$ cat config.mk
export PLATFORM = sky130hd
export DESIGN_NAME = power_mode_controller
export DESIGN_NICKNAME = d
export VERILOG_FILES = /design/src/pmc_pkg.sv /design/src/cpu_sleep_tracker.sv /design/src/power_mode_controller.sv
export VERILOG_INCLUDE_DIRS = /design/src
export SDC_FILE = /design/constraint.sdc
export NUM_CORES = 1
export LEC_CHECK = 0
export BUFFER_PORTS_ARGS = -buffer_cell sky130_fd_sc_hd__buf_2
export CAP_MARGIN = 0
export CORE_MARGIN = 2
export CORE_UTILIZATION = 50
export CTS_CLUSTER_SIZE = 8
export DETAILED_ROUTE_END_ITERATION = 10
export GPL_TIMING_DRIVEN = 0
export PLACE_DENSITY = 0.8
export SYNTH_ARGS = -nofsm -noshare
export SYNTH_HDL_FRONTEND = slang
export SYNTH_SLANG_ARGS = --single-unit
$ cat constraint.sdc
create_clock -name clk_i -period 1.8 [get_ports clk_i]
set_input_delay 0.36 -clock clk_i [delete_from_list [all_inputs] [get_ports clk_i]]
set_output_delay 0.36 -clock clk_i [all_outputs]
set_load 0.1 [all_outputs]
$ cat src/pmc_consts.svh
`ifndef PMC_CONSTS_SVH
`define PMC_CONSTS_SVH
// number of processor cores tracked
`define PMC_NUM_CPUS 2
// position of the deep sleep select bit in each core's control register
`define PMC_DEEP_SLEEP_SELECT_POS 2
// width of the peripheral wake interrupt bus
`define PMC_NUM_IRQS 8
// number of dedicated wake pins usable out of hibernate
`define PMC_NUM_WAKE_PINS 2
// width of the gpio output bank frozen in hibernate
`define PMC_GPIO_WIDTH 16
// cycles the reset sequence is held after a hibernate wake
`define PMC_HIB_RESET_CYCLES 8'h10
`endif

$ cat src/pmc_pkg.sv
package pmc_pkg;
   // system wide power modes
   typedef enum logic [1:0] {
      full_power_system_mode = 2'b00,
      reduced_voltage_system_mode = 2'b01,
      sys_deep_sleep = 2'b10,
      sys_hibernate = 2'b11
   } sys_mode_t;
   // per-core power states
   typedef enum logic [1:0] {
      cpu_running = 2'b00,
      cpu_sleep = 2'b01,
      cpu_deep_sleep = 2'b10
   } cpu_state_t;
   // one core's sleep request signals
   typedef struct packed {
      logic wfi;
      logic wfe;
      logic sev;
      logic deep_sleep_select_bit;
   } cpu_req_t;
   // resource enables shown to the rest of the chip
   typedef struct packed {
      logic hf_clk_en;
      logic hf_clk_reduced;
      logic lf_clk_en;
      logic sram_retain;
      logic periph_en;
      logic lp_analog_en;
      logic backup_en;
   } power_ctl_t;
endpackage

$ cat src/cpu_sleep_tracker.sv
`timescale 1ns/1ps
`include "pmc_consts.svh"
// one core's running / sleep / deep sleep tracker
module cpu_sleep_tracker (
   input wire logic clk_i,
   input wire logic rst_n_i,
   input wire logic ce_i,
   input wire logic sleep_cmd_i,      // wfi or wfe seen this cycle
   input wire logic by_event_i,       // sleep entered through wfe
   input wire logic deep_sel_i,       // deep sleep select bit
   input wire logic irq_wake_i,       // enabled interrupt pending
   input wire logic event_wake_i,     // event from other core or wake
   input wire logic allow_i,          // system is in a running mode
   output pmc_pkg::cpu_state_t state_o,
   output logic halted_o
);
   import pmc_pkg::*;
   cpu_state_t state_reg;
   cpu_state_t state_next;
   logic evt_reg;                     // core sleeps waiting for event
   logic evt_next;
   // wake term depends on how the core went to sleep
   wire wake_w = irq_wake_i | (evt_reg & event_wake_i);

   // next state, independent of the other core
   always_comb begin
      state_next = state_reg;
      evt_next = evt_reg;
      case (state_reg)
         cpu_running: begin
            // RULE16 independent per core
            if (sleep_cmd_i && allow_i) begin
               // RULE15 deep select before sleep
               state_next = deep_sel_i ? cpu_deep_sleep : cpu_sleep;
               evt_next = by_event_i;
            end
         end
         cpu_sleep, cpu_deep_sleep: begin
            // RULE12 interrupt ends sleep
            // RULE13 event wakes wfe sleeper
            if (wake_w) begin
               state_next = cpu_running;
               evt_next = 1'b0;
            end
         end
         default: begin
            state_next = cpu_running;
            evt_next = 1'b0;
         end
      endcase
   end

   // state register, frozen with clock enable
   always_ff @(posedge clk_i or negedge rst_n_i) begin
      if (!rst_n_i) begin
         state_reg <= cpu_running;
         evt_reg <= 1'b0;
      end else if (ce_i) begin
         state_reg <= state_next;
         evt_reg <= evt_next;
      end
   end

   assign state_o = state_reg;
   // RULE5 deep sleep halts execution
   assign halted_o = (state_reg != cpu_running);
endmodule

$ cat src/power_mode_controller.sv
`timescale 1ns/1ps
`include "pmc_consts.svh"
// Notes on behaviour
// RULE1 - seven modes: four system, three per core
// RULE2 - core states only in full or reduced
// RULE3 - full power mode: everything at full speed
// RULE4 - reduced mode: high clocks limited
// RULE5 - core deep sleep halts, requests system deep
// RULE6 - system deep only when all cores deep
// RULE7 - deep sleep: high clocks off, sram kept
// RULE8 - deep sleep: analog, some digital wake
// RULE9 - hibernate: all off, gpio outputs frozen
// RULE10 - hibernate wake: comparator, rtc alarm, pins
// RULE11 - hibernate: sram lost, backup kept
// RULE12 - wfi sleeps until any interrupt; here only interrupts enabled in irq_wake_en_i end it
// RULE13 - wfe sleeper wakes on event
// RULE14 - set event wakes other wfe sleepers
// RULE15 - deep select bit set before sleep
// RULE16 - each core tracked independently
// RULE17 - enabled wake interrupt wakes everything
// RULE18 - hibernate wake restarts through reset
module power_mode_controller #(
   parameter int NUM_CPUS = `PMC_NUM_CPUS,
   parameter int NUM_IRQS = `PMC_NUM_IRQS,
   parameter int NUM_WAKE_PINS = `PMC_NUM_WAKE_PINS,
   parameter int GPIO_WIDTH = `PMC_GPIO_WIDTH
) (
   input wire logic clk_i,
   input wire logic rst_n_i,
   input wire logic ce_i,
   // core side: sleep, event and select from each core
   input pmc_pkg::cpu_req_t [NUM_CPUS-1:0] cpu_req_i,
   // system level requests from the power policy logic
   input wire logic reduced_mode_req_i,
   input wire logic hibernate_req_i,
   // peripheral interrupt levels and their wake masks
   input wire logic [NUM_IRQS-1:0] irq_i,
   input wire logic [NUM_IRQS-1:0] irq_wake_en_i,
   input wire logic [NUM_IRQS-1:0] irq_deep_capable_i,
   // hibernate wake sources, asynchronous to clk_i
   input wire logic lp_comparator_i,
   input wire logic rtc_alarm_i,
   input wire logic [NUM_WAKE_PINS-1:0] wake_pin_i,
   // values the chip's logic wants on its pins
   input wire logic [GPIO_WIDTH-1:0] gpio_out_i,
   // every output below is a flip-flop
   output pmc_pkg::sys_mode_t sys_mode_o,
   output pmc_pkg::cpu_state_t [NUM_CPUS-1:0] cpu_state_o,
   output logic [NUM_CPUS-1:0] cpu_halt_o,
   output logic [NUM_CPUS-1:0] cpu_event_o,
   // resource enables for clocks, sram and analog
   output pmc_pkg::power_ctl_t power_ctl_o,
   output logic [GPIO_WIDTH-1:0] gpio_out_o,
   output logic gpio_frozen_o,
   output logic hib_reset_n_o
);
   import pmc_pkg::*;

   // RULE1 four system modes here, three core modes per tracker
   // system mode state
   sys_mode_t mode_reg;
   sys_mode_t mode_next;
   // mode to return to after system deep sleep
   logic reduced_reg;
   // gpio latch and freeze flag
   logic [GPIO_WIDTH-1:0] gpio_reg;
   logic frozen_reg;
   // reset sequence counter after hibernate wake
   logic [7:0] rst_cnt_reg;
   logic hib_rst_n_reg;
   // registered outputs
   power_ctl_t pctl_reg;
   power_ctl_t pctl_next;
   // per-core output copies
   cpu_state_t [NUM_CPUS-1:0] cstate_reg;
   logic [NUM_CPUS-1:0] halt_reg;
   logic [NUM_CPUS-1:0] evt_out_reg;

   // hibernate wake pins come from outside the clock domain
   // bit order: pins low, then comparator, then alarm
   logic [NUM_WAKE_PINS+1:0] hwake_meta_reg;
   logic [NUM_WAKE_PINS+1:0] hwake_sync_reg;

   // per-core tracker outputs
   cpu_state_t [NUM_CPUS-1:0] cstate_w;
   logic [NUM_CPUS-1:0] halt_w;
   logic [NUM_CPUS-1:0] deep_w;
   // set event pulses from each core and the fan-out to each
   logic [NUM_CPUS-1:0] sev_w;
   logic [NUM_CPUS-1:0] event_to_w;

   // same clock domain as the interrupts, so no synchroniser
   // RULE17 enabled wake interrupts
   wire irq_wake_w = |(irq_i & irq_wake_en_i);
   // RULE8 only deep capable sources work in deep sleep
   wire deep_wake_w = |(irq_i & irq_wake_en_i & irq_deep_capable_i);
   // RULE10 only these three wake from hibernate
   // synchronised copies only; raw pins never reach the mode logic
   wire hib_wake_w = |hwake_sync_reg;
   // RULE2 core states exist only in running system modes
   wire run_mode_w = (mode_reg == full_power_system_mode) || (mode_reg == reduced_voltage_system_mode);
   // RULE6 every core in deep sleep
   wire all_deep_w = &deep_w;
   // RULE17 cores wake with the system
   // core wake feed: any wake interrupt while running; in system deep sleep only the deep
   // capable ones, in the same cycle as the system wakes, so a short pulse cannot leave the
   // cores deep and pull the system straight back into deep sleep
   wire core_irq_w = run_mode_w ? irq_wake_w : ((mode_reg == sys_deep_sleep) && deep_wake_w);

   // one tracker per core, events fanned between them
   // separate trackers keep the cores' sleep states uncoupled
   genvar g;
   generate
      for (g = 0; g < NUM_CPUS; g = g + 1) begin : gen_cpu
         // RULE14 set event from any other core
         assign event_to_w[g] = |(sev_w & ~(NUM_CPUS'(1) << g));
         assign sev_w[g] = cpu_req_i[g].sev;
         // RULE5 a deep core raises its system deep sleep request
         assign deep_w[g] = (cstate_w[g] == cpu_deep_sleep);
         // trackers restart with the chip after a hibernate wake
         cpu_sleep_tracker u_trk (
            .clk_i(clk_i),
            .rst_n_i(rst_n_i & hib_rst_n_reg),
            .ce_i(ce_i),
            .sleep_cmd_i(cpu_req_i[g].wfi | cpu_req_i[g].wfe),
            .by_event_i(cpu_req_i[g].wfe & ~cpu_req_i[g].wfi),
            .deep_sel_i(cpu_req_i[g].deep_sleep_select_bit),
            .irq_wake_i(core_irq_w),
            .event_wake_i(event_to_w[g] | core_irq_w),
            .allow_i(run_mode_w),
            .state_o(cstate_w[g]),
            .halted_o(halt_w[g])
         );
      end
   endgenerate

   // system mode next state
   always_comb begin
      mode_next = mode_reg;
      case (mode_reg)
         full_power_system_mode, reduced_voltage_system_mode: begin
            // RULE2 core states change only in these two modes
            // hibernate wins when both hibernate and deep sleep are due
            if (hibernate_req_i) begin
               // RULE9 hibernate entry
               mode_next = sys_hibernate;
            end else if (all_deep_w) begin
               // RULE6 enter deep sleep only when all deep
               mode_next = sys_deep_sleep;
            end else begin
               // awake: follow the reduced voltage request
               mode_next = reduced_mode_req_i ? reduced_voltage_system_mode : full_power_system_mode;
            end
         end
         sys_deep_sleep: begin
            // RULE17 wake from system deep sleep
            // RULE8 only deep capable enabled sources count here
            // the voltage setting comes back as it was before sleeping
            if (deep_wake_w) begin
               mode_next = reduced_reg ? reduced_voltage_system_mode : full_power_system_mode;
            end
         end
         sys_hibernate: begin
            // RULE18 wake leaves via reset sequence
            // full power is the safe restart while the chip is held in reset
            if (hib_wake_w) begin
               mode_next = full_power_system_mode;
            end
         end
         // unused code: fall back to full power
         default: mode_next = full_power_system_mode;
      endcase
   end

   // resource enables for each system mode
   always_comb begin
      // backup domain and low clock on unless a mode turns them off
      pctl_next = '0;
      pctl_next.backup_en = 1'b1;
      pctl_next.lf_clk_en = 1'b1;
      case (mode_next)
         full_power_system_mode: begin
            // RULE3 full speed everything
            pctl_next.hf_clk_en = 1'b1;
            pctl_next.periph_en = 1'b1;
            pctl_next.lp_analog_en = 1'b1;
            pctl_next.sram_retain = 1'b1;
         end
         reduced_voltage_system_mode: begin
            // RULE4 clocks limited at low core voltage
            pctl_next.hf_clk_en = 1'b1;
            pctl_next.hf_clk_reduced = 1'b1;
            pctl_next.periph_en = 1'b1;
            pctl_next.lp_analog_en = 1'b1;
            pctl_next.sram_retain = 1'b1;
         end
         sys_deep_sleep: begin
            // RULE7 high clocks off, sram kept
            // RULE8 low power analog kept for wake
            pctl_next.lp_analog_en = 1'b1;
            // periph_en stays off: most digital blocks are unpowered
            pctl_next.sram_retain = 1'b1;
         end
         sys_hibernate: begin
            // RULE11 sram lost, backup kept
            // RULE9 low clock off too
            pctl_next.lf_clk_en = 1'b0;
            // RULE10 comparator stays powered so it can wake the chip
            pctl_next.lp_analog_en = 1'b1;
         end
         // unused code: everything off
         default: pctl_next = '0;
      endcase
   end

   // wake pin synchronisers, first stage read only by the second
   // the pins may move at any instant, so only the second stage feeds logic
   always_ff @(posedge clk_i or negedge rst_n_i) begin
      if (!rst_n_i) begin
         // wake sources read as idle in reset
         hwake_meta_reg <= '0;
         hwake_sync_reg <= '0;
      end else if (ce_i) begin
         hwake_meta_reg <= {rtc_alarm_i, lp_comparator_i, wake_pin_i};
         hwake_sync_reg <= hwake_meta_reg;
      end
   end

   // system mode, return mode and registered outputs
   always_ff @(posedge clk_i or negedge rst_n_i) begin
      if (!rst_n_i) begin
         // come up in full power, enables gated until the first edge
         mode_reg <= full_power_system_mode;
         reduced_reg <= 1'b0;
         pctl_reg <= '0;
      end else if (ce_i) begin
         mode_reg <= mode_next;
         // enables follow the mode taken at the same edge
         pctl_reg <= pctl_next;
         // remember the running voltage so a deep sleep wake returns to it
         if (run_mode_w) begin
            reduced_reg <= reduced_mode_req_i;
         end
      end
   end

   // core state copies; cores forced off outside running modes
   always_ff @(posedge clk_i or negedge rst_n_i) begin
      if (!rst_n_i) begin
         cstate_reg <= '0;
         halt_reg <= '0;
         evt_out_reg <= '0;
      end else if (ce_i) begin
         // one cycle behind the trackers
         cstate_reg <= cstate_w;
         // RULE5 deep sleep core stops executing
         halt_reg <= halt_w | {NUM_CPUS{~run_mode_w}};
         // RULE14 one-cycle event pulse towards each core
         evt_out_reg <= event_to_w;
      end
   end

   // gpio freeze: hold last driven value through hibernate
   always_ff @(posedge clk_i or negedge rst_n_i) begin
      if (!rst_n_i) begin
         // pins low and unfrozen in reset
         gpio_reg <= '0;
         frozen_reg <= 1'b0;
      end else if (ce_i) begin
         // RULE9 outputs held while hibernating
         frozen_reg <= (mode_next == sys_hibernate);
         // latch follows the logic except while hibernating
         if (mode_next != sys_hibernate) begin
            gpio_reg <= gpio_out_i;
         end
      end
   end

   // reset pulse after hibernate wake; sram contents are gone, so no resume
   always_ff @(posedge clk_i or negedge rst_n_i) begin
      if (!rst_n_i) begin
         // chip reset released while rst_n_i itself holds everything
         rst_cnt_reg <= '0;
         hib_rst_n_reg <= 1'b1;
      end else if (ce_i) begin
         // RULE18 restart through reset
         if (mode_reg == sys_hibernate && hib_wake_w) begin
            rst_cnt_reg <= `PMC_HIB_RESET_CYCLES;
            hib_rst_n_reg <= 1'b0;
         end else if (rst_cnt_reg != 8'h00) begin
            // count down, release on the last count
            rst_cnt_reg <= rst_cnt_reg - 8'h01;
            hib_rst_n_reg <= (rst_cnt_reg == 8'h01);
         end
      end
   end

   // every output is a plain register copy
   assign sys_mode_o = mode_reg;
   assign cpu_state_o = cstate_reg;
   assign cpu_halt_o = halt_reg;
   assign cpu_event_o = evt_out_reg;
   assign power_ctl_o = pctl_reg;
   assign gpio_out_o = gpio_reg;
   assign gpio_frozen_o = frozen_reg;
   assign hib_reset_n_o = hib_rst_n_reg;
endmodule

==> flow_summary.yaml <==
floorplan:
  fp.dieH_um: 76.4
  rows: 26
  die-area_um2: 5830
  start_util_pct: 51.6
  coreArea_um2: 5070
  io_pins: 92
  fp.dieW_um: 76.4
routing:
  vias_per_cell: 5.20
  wl_per_cell_um: 14.4
  num_vias: 2102
  firstDrtPassIters: 4
  drt_iter0_markers: 83
  drc: 0
  antenna_left: 0
  drt-total-wl_mm: 5.84
global_route:
  overflow: 0
  antenna_found_initial: 0
  grt_usage_pct: 20.5
  grt_max_degree: 52
  grt_pass1_wl_mm: 9.49
  grt_pass1_vias: 2045
timing:
  tns_ps: -358
  setup_slack_ps: -82.1
  worstMarginPinSlew_ps: 1120
  fmax_mhz: 531
  skew_ps: 7.30
  finalHoldViolations: 0
  finalSetupViolations: 7
  rsz0062_at_grt: "true"
  period_share_pct: 105
  layout_min_cycle_time_ps: 1880
  slew-limit-headroom_pct: 25.1
  hold-worst-slack_ps: 257
  drv_slew: 0
critical_path:
  worst_setup_path_start_kind: "flip-flop"
  arrival_ps: 2130
  crit_fanout: 6
  crit_required_ps: 2040
  crit_chain: "or4_4 > o41a_4 > buf_4 > nand2b_1 > a21oi_2"
  reg2reg_slack_ps: -80
  setup.worst_path.class: "flip-flop to flip-flop"
  slowest_stage: "or4_4"
  critical_path.top_delay_family: "simple AND/OR/NAND/NOR gates"
  cp-end-kind: "flip-flop"
  crit_buf_inv: 1
  slowest_delay_ps: 580
placement:
  place_ws_ps: -376
  hpwl_mm: 4.24
  io_buffer_count: 90
  placed_cells: 386
  place_congestion: 0.822
synthesis:
  synth_top_family_by_area: "multiplexers"
  yosys_warnings: 0
  yosys.area_share.simple_pct: 12.9
  syn_area_um2: 2620
  synth_edf_count: 0
  synth.mux.area_fraction_pct: 16.7
  async_flop_share_pct: 100
  syn_nets: 289
  ys.flop_type: "dfrtp_1"
  syn_inst: 226
  synth_compound_area_share_pct: 8.65
  ys_seq_elements: 56
  synth_cell_types: 41
  seq_area_frac_synth_pct: 53.6
  synthXorXnorAreaFrac_pct: 2.01
  synth.avg_cell_area_um2: 11.6
  synth_adder_area_share_pct: 2.87
clock_tree:
  postCtsHoldBufs: 0
  cts_made_buffers: 5
  cts_sinks: 56
  cts-root-buf: "clkbuf_8"
  clockBufferDepth: 2
  htreeDepth: 2
  clock_latency_ps: 310
  clk_pin_slew_ps: 100
  tritoncts: "built"
job:
  drv_cap: 0
run_status:
  violations: "setup timing"
  status: "finished with violations"
finish:
  syn_to_final_growth_pct: 29.6
  nets: 396
  num-fill-cells: 420
  num_antenna_cells: 0
  drive_above_1_share_pct: 47.6
  stdcell_count: 404
  largest_register_ffs: 16
worst_hold_path:
  hp-class: "primary input to async pin"
## worst paths after layout
path	startpoint	endpoint	cells past startpoint
setup reg to reg	rst_cnt_reg[4]	hib_reset_n_o	5
hold / removal	rst_n_i	power_ctl_o[4]	1
setup / recovery	rst_cnt_reg[4]	hib_reset_n_o	5
min in group clk_i	gpio_out_i[13]	gpio_out_o[13]	2
max in group asynchronous	rst_n_i	gen_cpu[1].u_trk.evt_reg	2
hold reg to reg	hib_reset_n_o	gen_cpu[1].u_trk.state_o[1]	1
## Yosys cell counts, drive strengths merged (2+ instances only)
master	count	share of area [%]
dfrtp	55	53
mux2	34	15
nor2	18	2.7
nand3	15	2.9
inv	12	1.7
nand2	12	1.7
nand2b	8	1.9
o21ai	8	1.7
ha	6	2.9
a21oi	5	0.96
mux2i	5	1.9
a22oi	4	1.1
buf	4	1.1
clkbuf	4	0.57
nor3	4	0.76
xor2	4	1.3
a31oi	2	0.48
and2	2	0.48
nand3b	2	0.57
nand4	2	0.48
o211ai	2	0.57
o21a	2	0.57
o221ai	2	0.67
xnor2	2	0.67
## stage by stage
step	instance area [µm²]	utilization (%)
2_1_floorplan	2650	-
3_3_place_gp	3190	62.8
3_5_place_dp	3190	62.8
4_1_cts	3340	65.9
5_1_grt	3390	66.8
6_report	3390	66.8
## cells in the final DEF (no fill, tap or decap), types with 3 or more instances in the layout
| master | instances |
|---|---|
| a21oi_1 | 3 |
| mux2_2 | 29 |
| nand2_1 | 12 |
| xor2_1 | 3 |
| a22oi_1 | 4 |
| buf_2 | 91 |
| buf_4 | 12 |
| o21ai_0 | 7 |
| nor2_1 | 17 |
| nand2b_1 | 8 |
| ha_1 | 6 |
| dfrtp_1 | 53 |
| mux2_1 | 4 |
| clkbuf_8 | 6 |
| clkbuf_1 | 3 |
| mux2i_1 | 5 |
| inv_1 | 11 |
| nor3_1 | 4 |
| nand3_1 | 14 |
## area by class of cell
| type | instances | area (µm²) | share of cell area, % |
|---|---|---|---|
| Tap cell | 70 | 87.6 | 2.58 |
| Multi-Input combinational cell | 150 | 1180 | 34.7 |
| Buffer | 8 | 47.5 | 1.40 |
| Inverter | 12 | 47.5 | 1.40 |
| Sequential cell | 56 | 1410 | 41.6 |
| Clock inverter | 2 | 13.8 | 0.406 |
| Timing Repair Buffer | 100 | 526 | 15.5 |
| Clock buffer | 6 | 82.6 | 2.43 |
## layer usage
| metal | GRT usage [%] | up-vias | wire [µm] |
|---|---|---|---|
| met3 | 5.21 | 5 | 328 |
| met2 | 37.1 | 56 | 3100 |
| met5 | 0 | - | 0 |
| li1 | - | 1013 | - |
| met4 | 5.45 | 0 | 56 |
| met1 | 24.1 | 1028 | 2350 |
## what timing repair did
| action | in CTS | in global routing |
|---|---|---|
| buffers inserted | 7 | 3 |
| resized for setup | 2 | 5 |
| pin swaps | 3 | 2 |
| endpoints found under the setup margin | 30 | 14 |
## kinds of logic after synthesis
family                   count (synthesis)
XOR/XNOR                                 6
AND/OR/NAND/NOR                         68
buffers and inverters                   20
multiplexers                            39
adder cells (fa/ha/maj)                  6
AO/OA/AOI/OAI                           31
flip-flops                              56
Power is not shown: default switching activity piles up to over one toggle a cycle in this logic, so the estimate is an artifact.
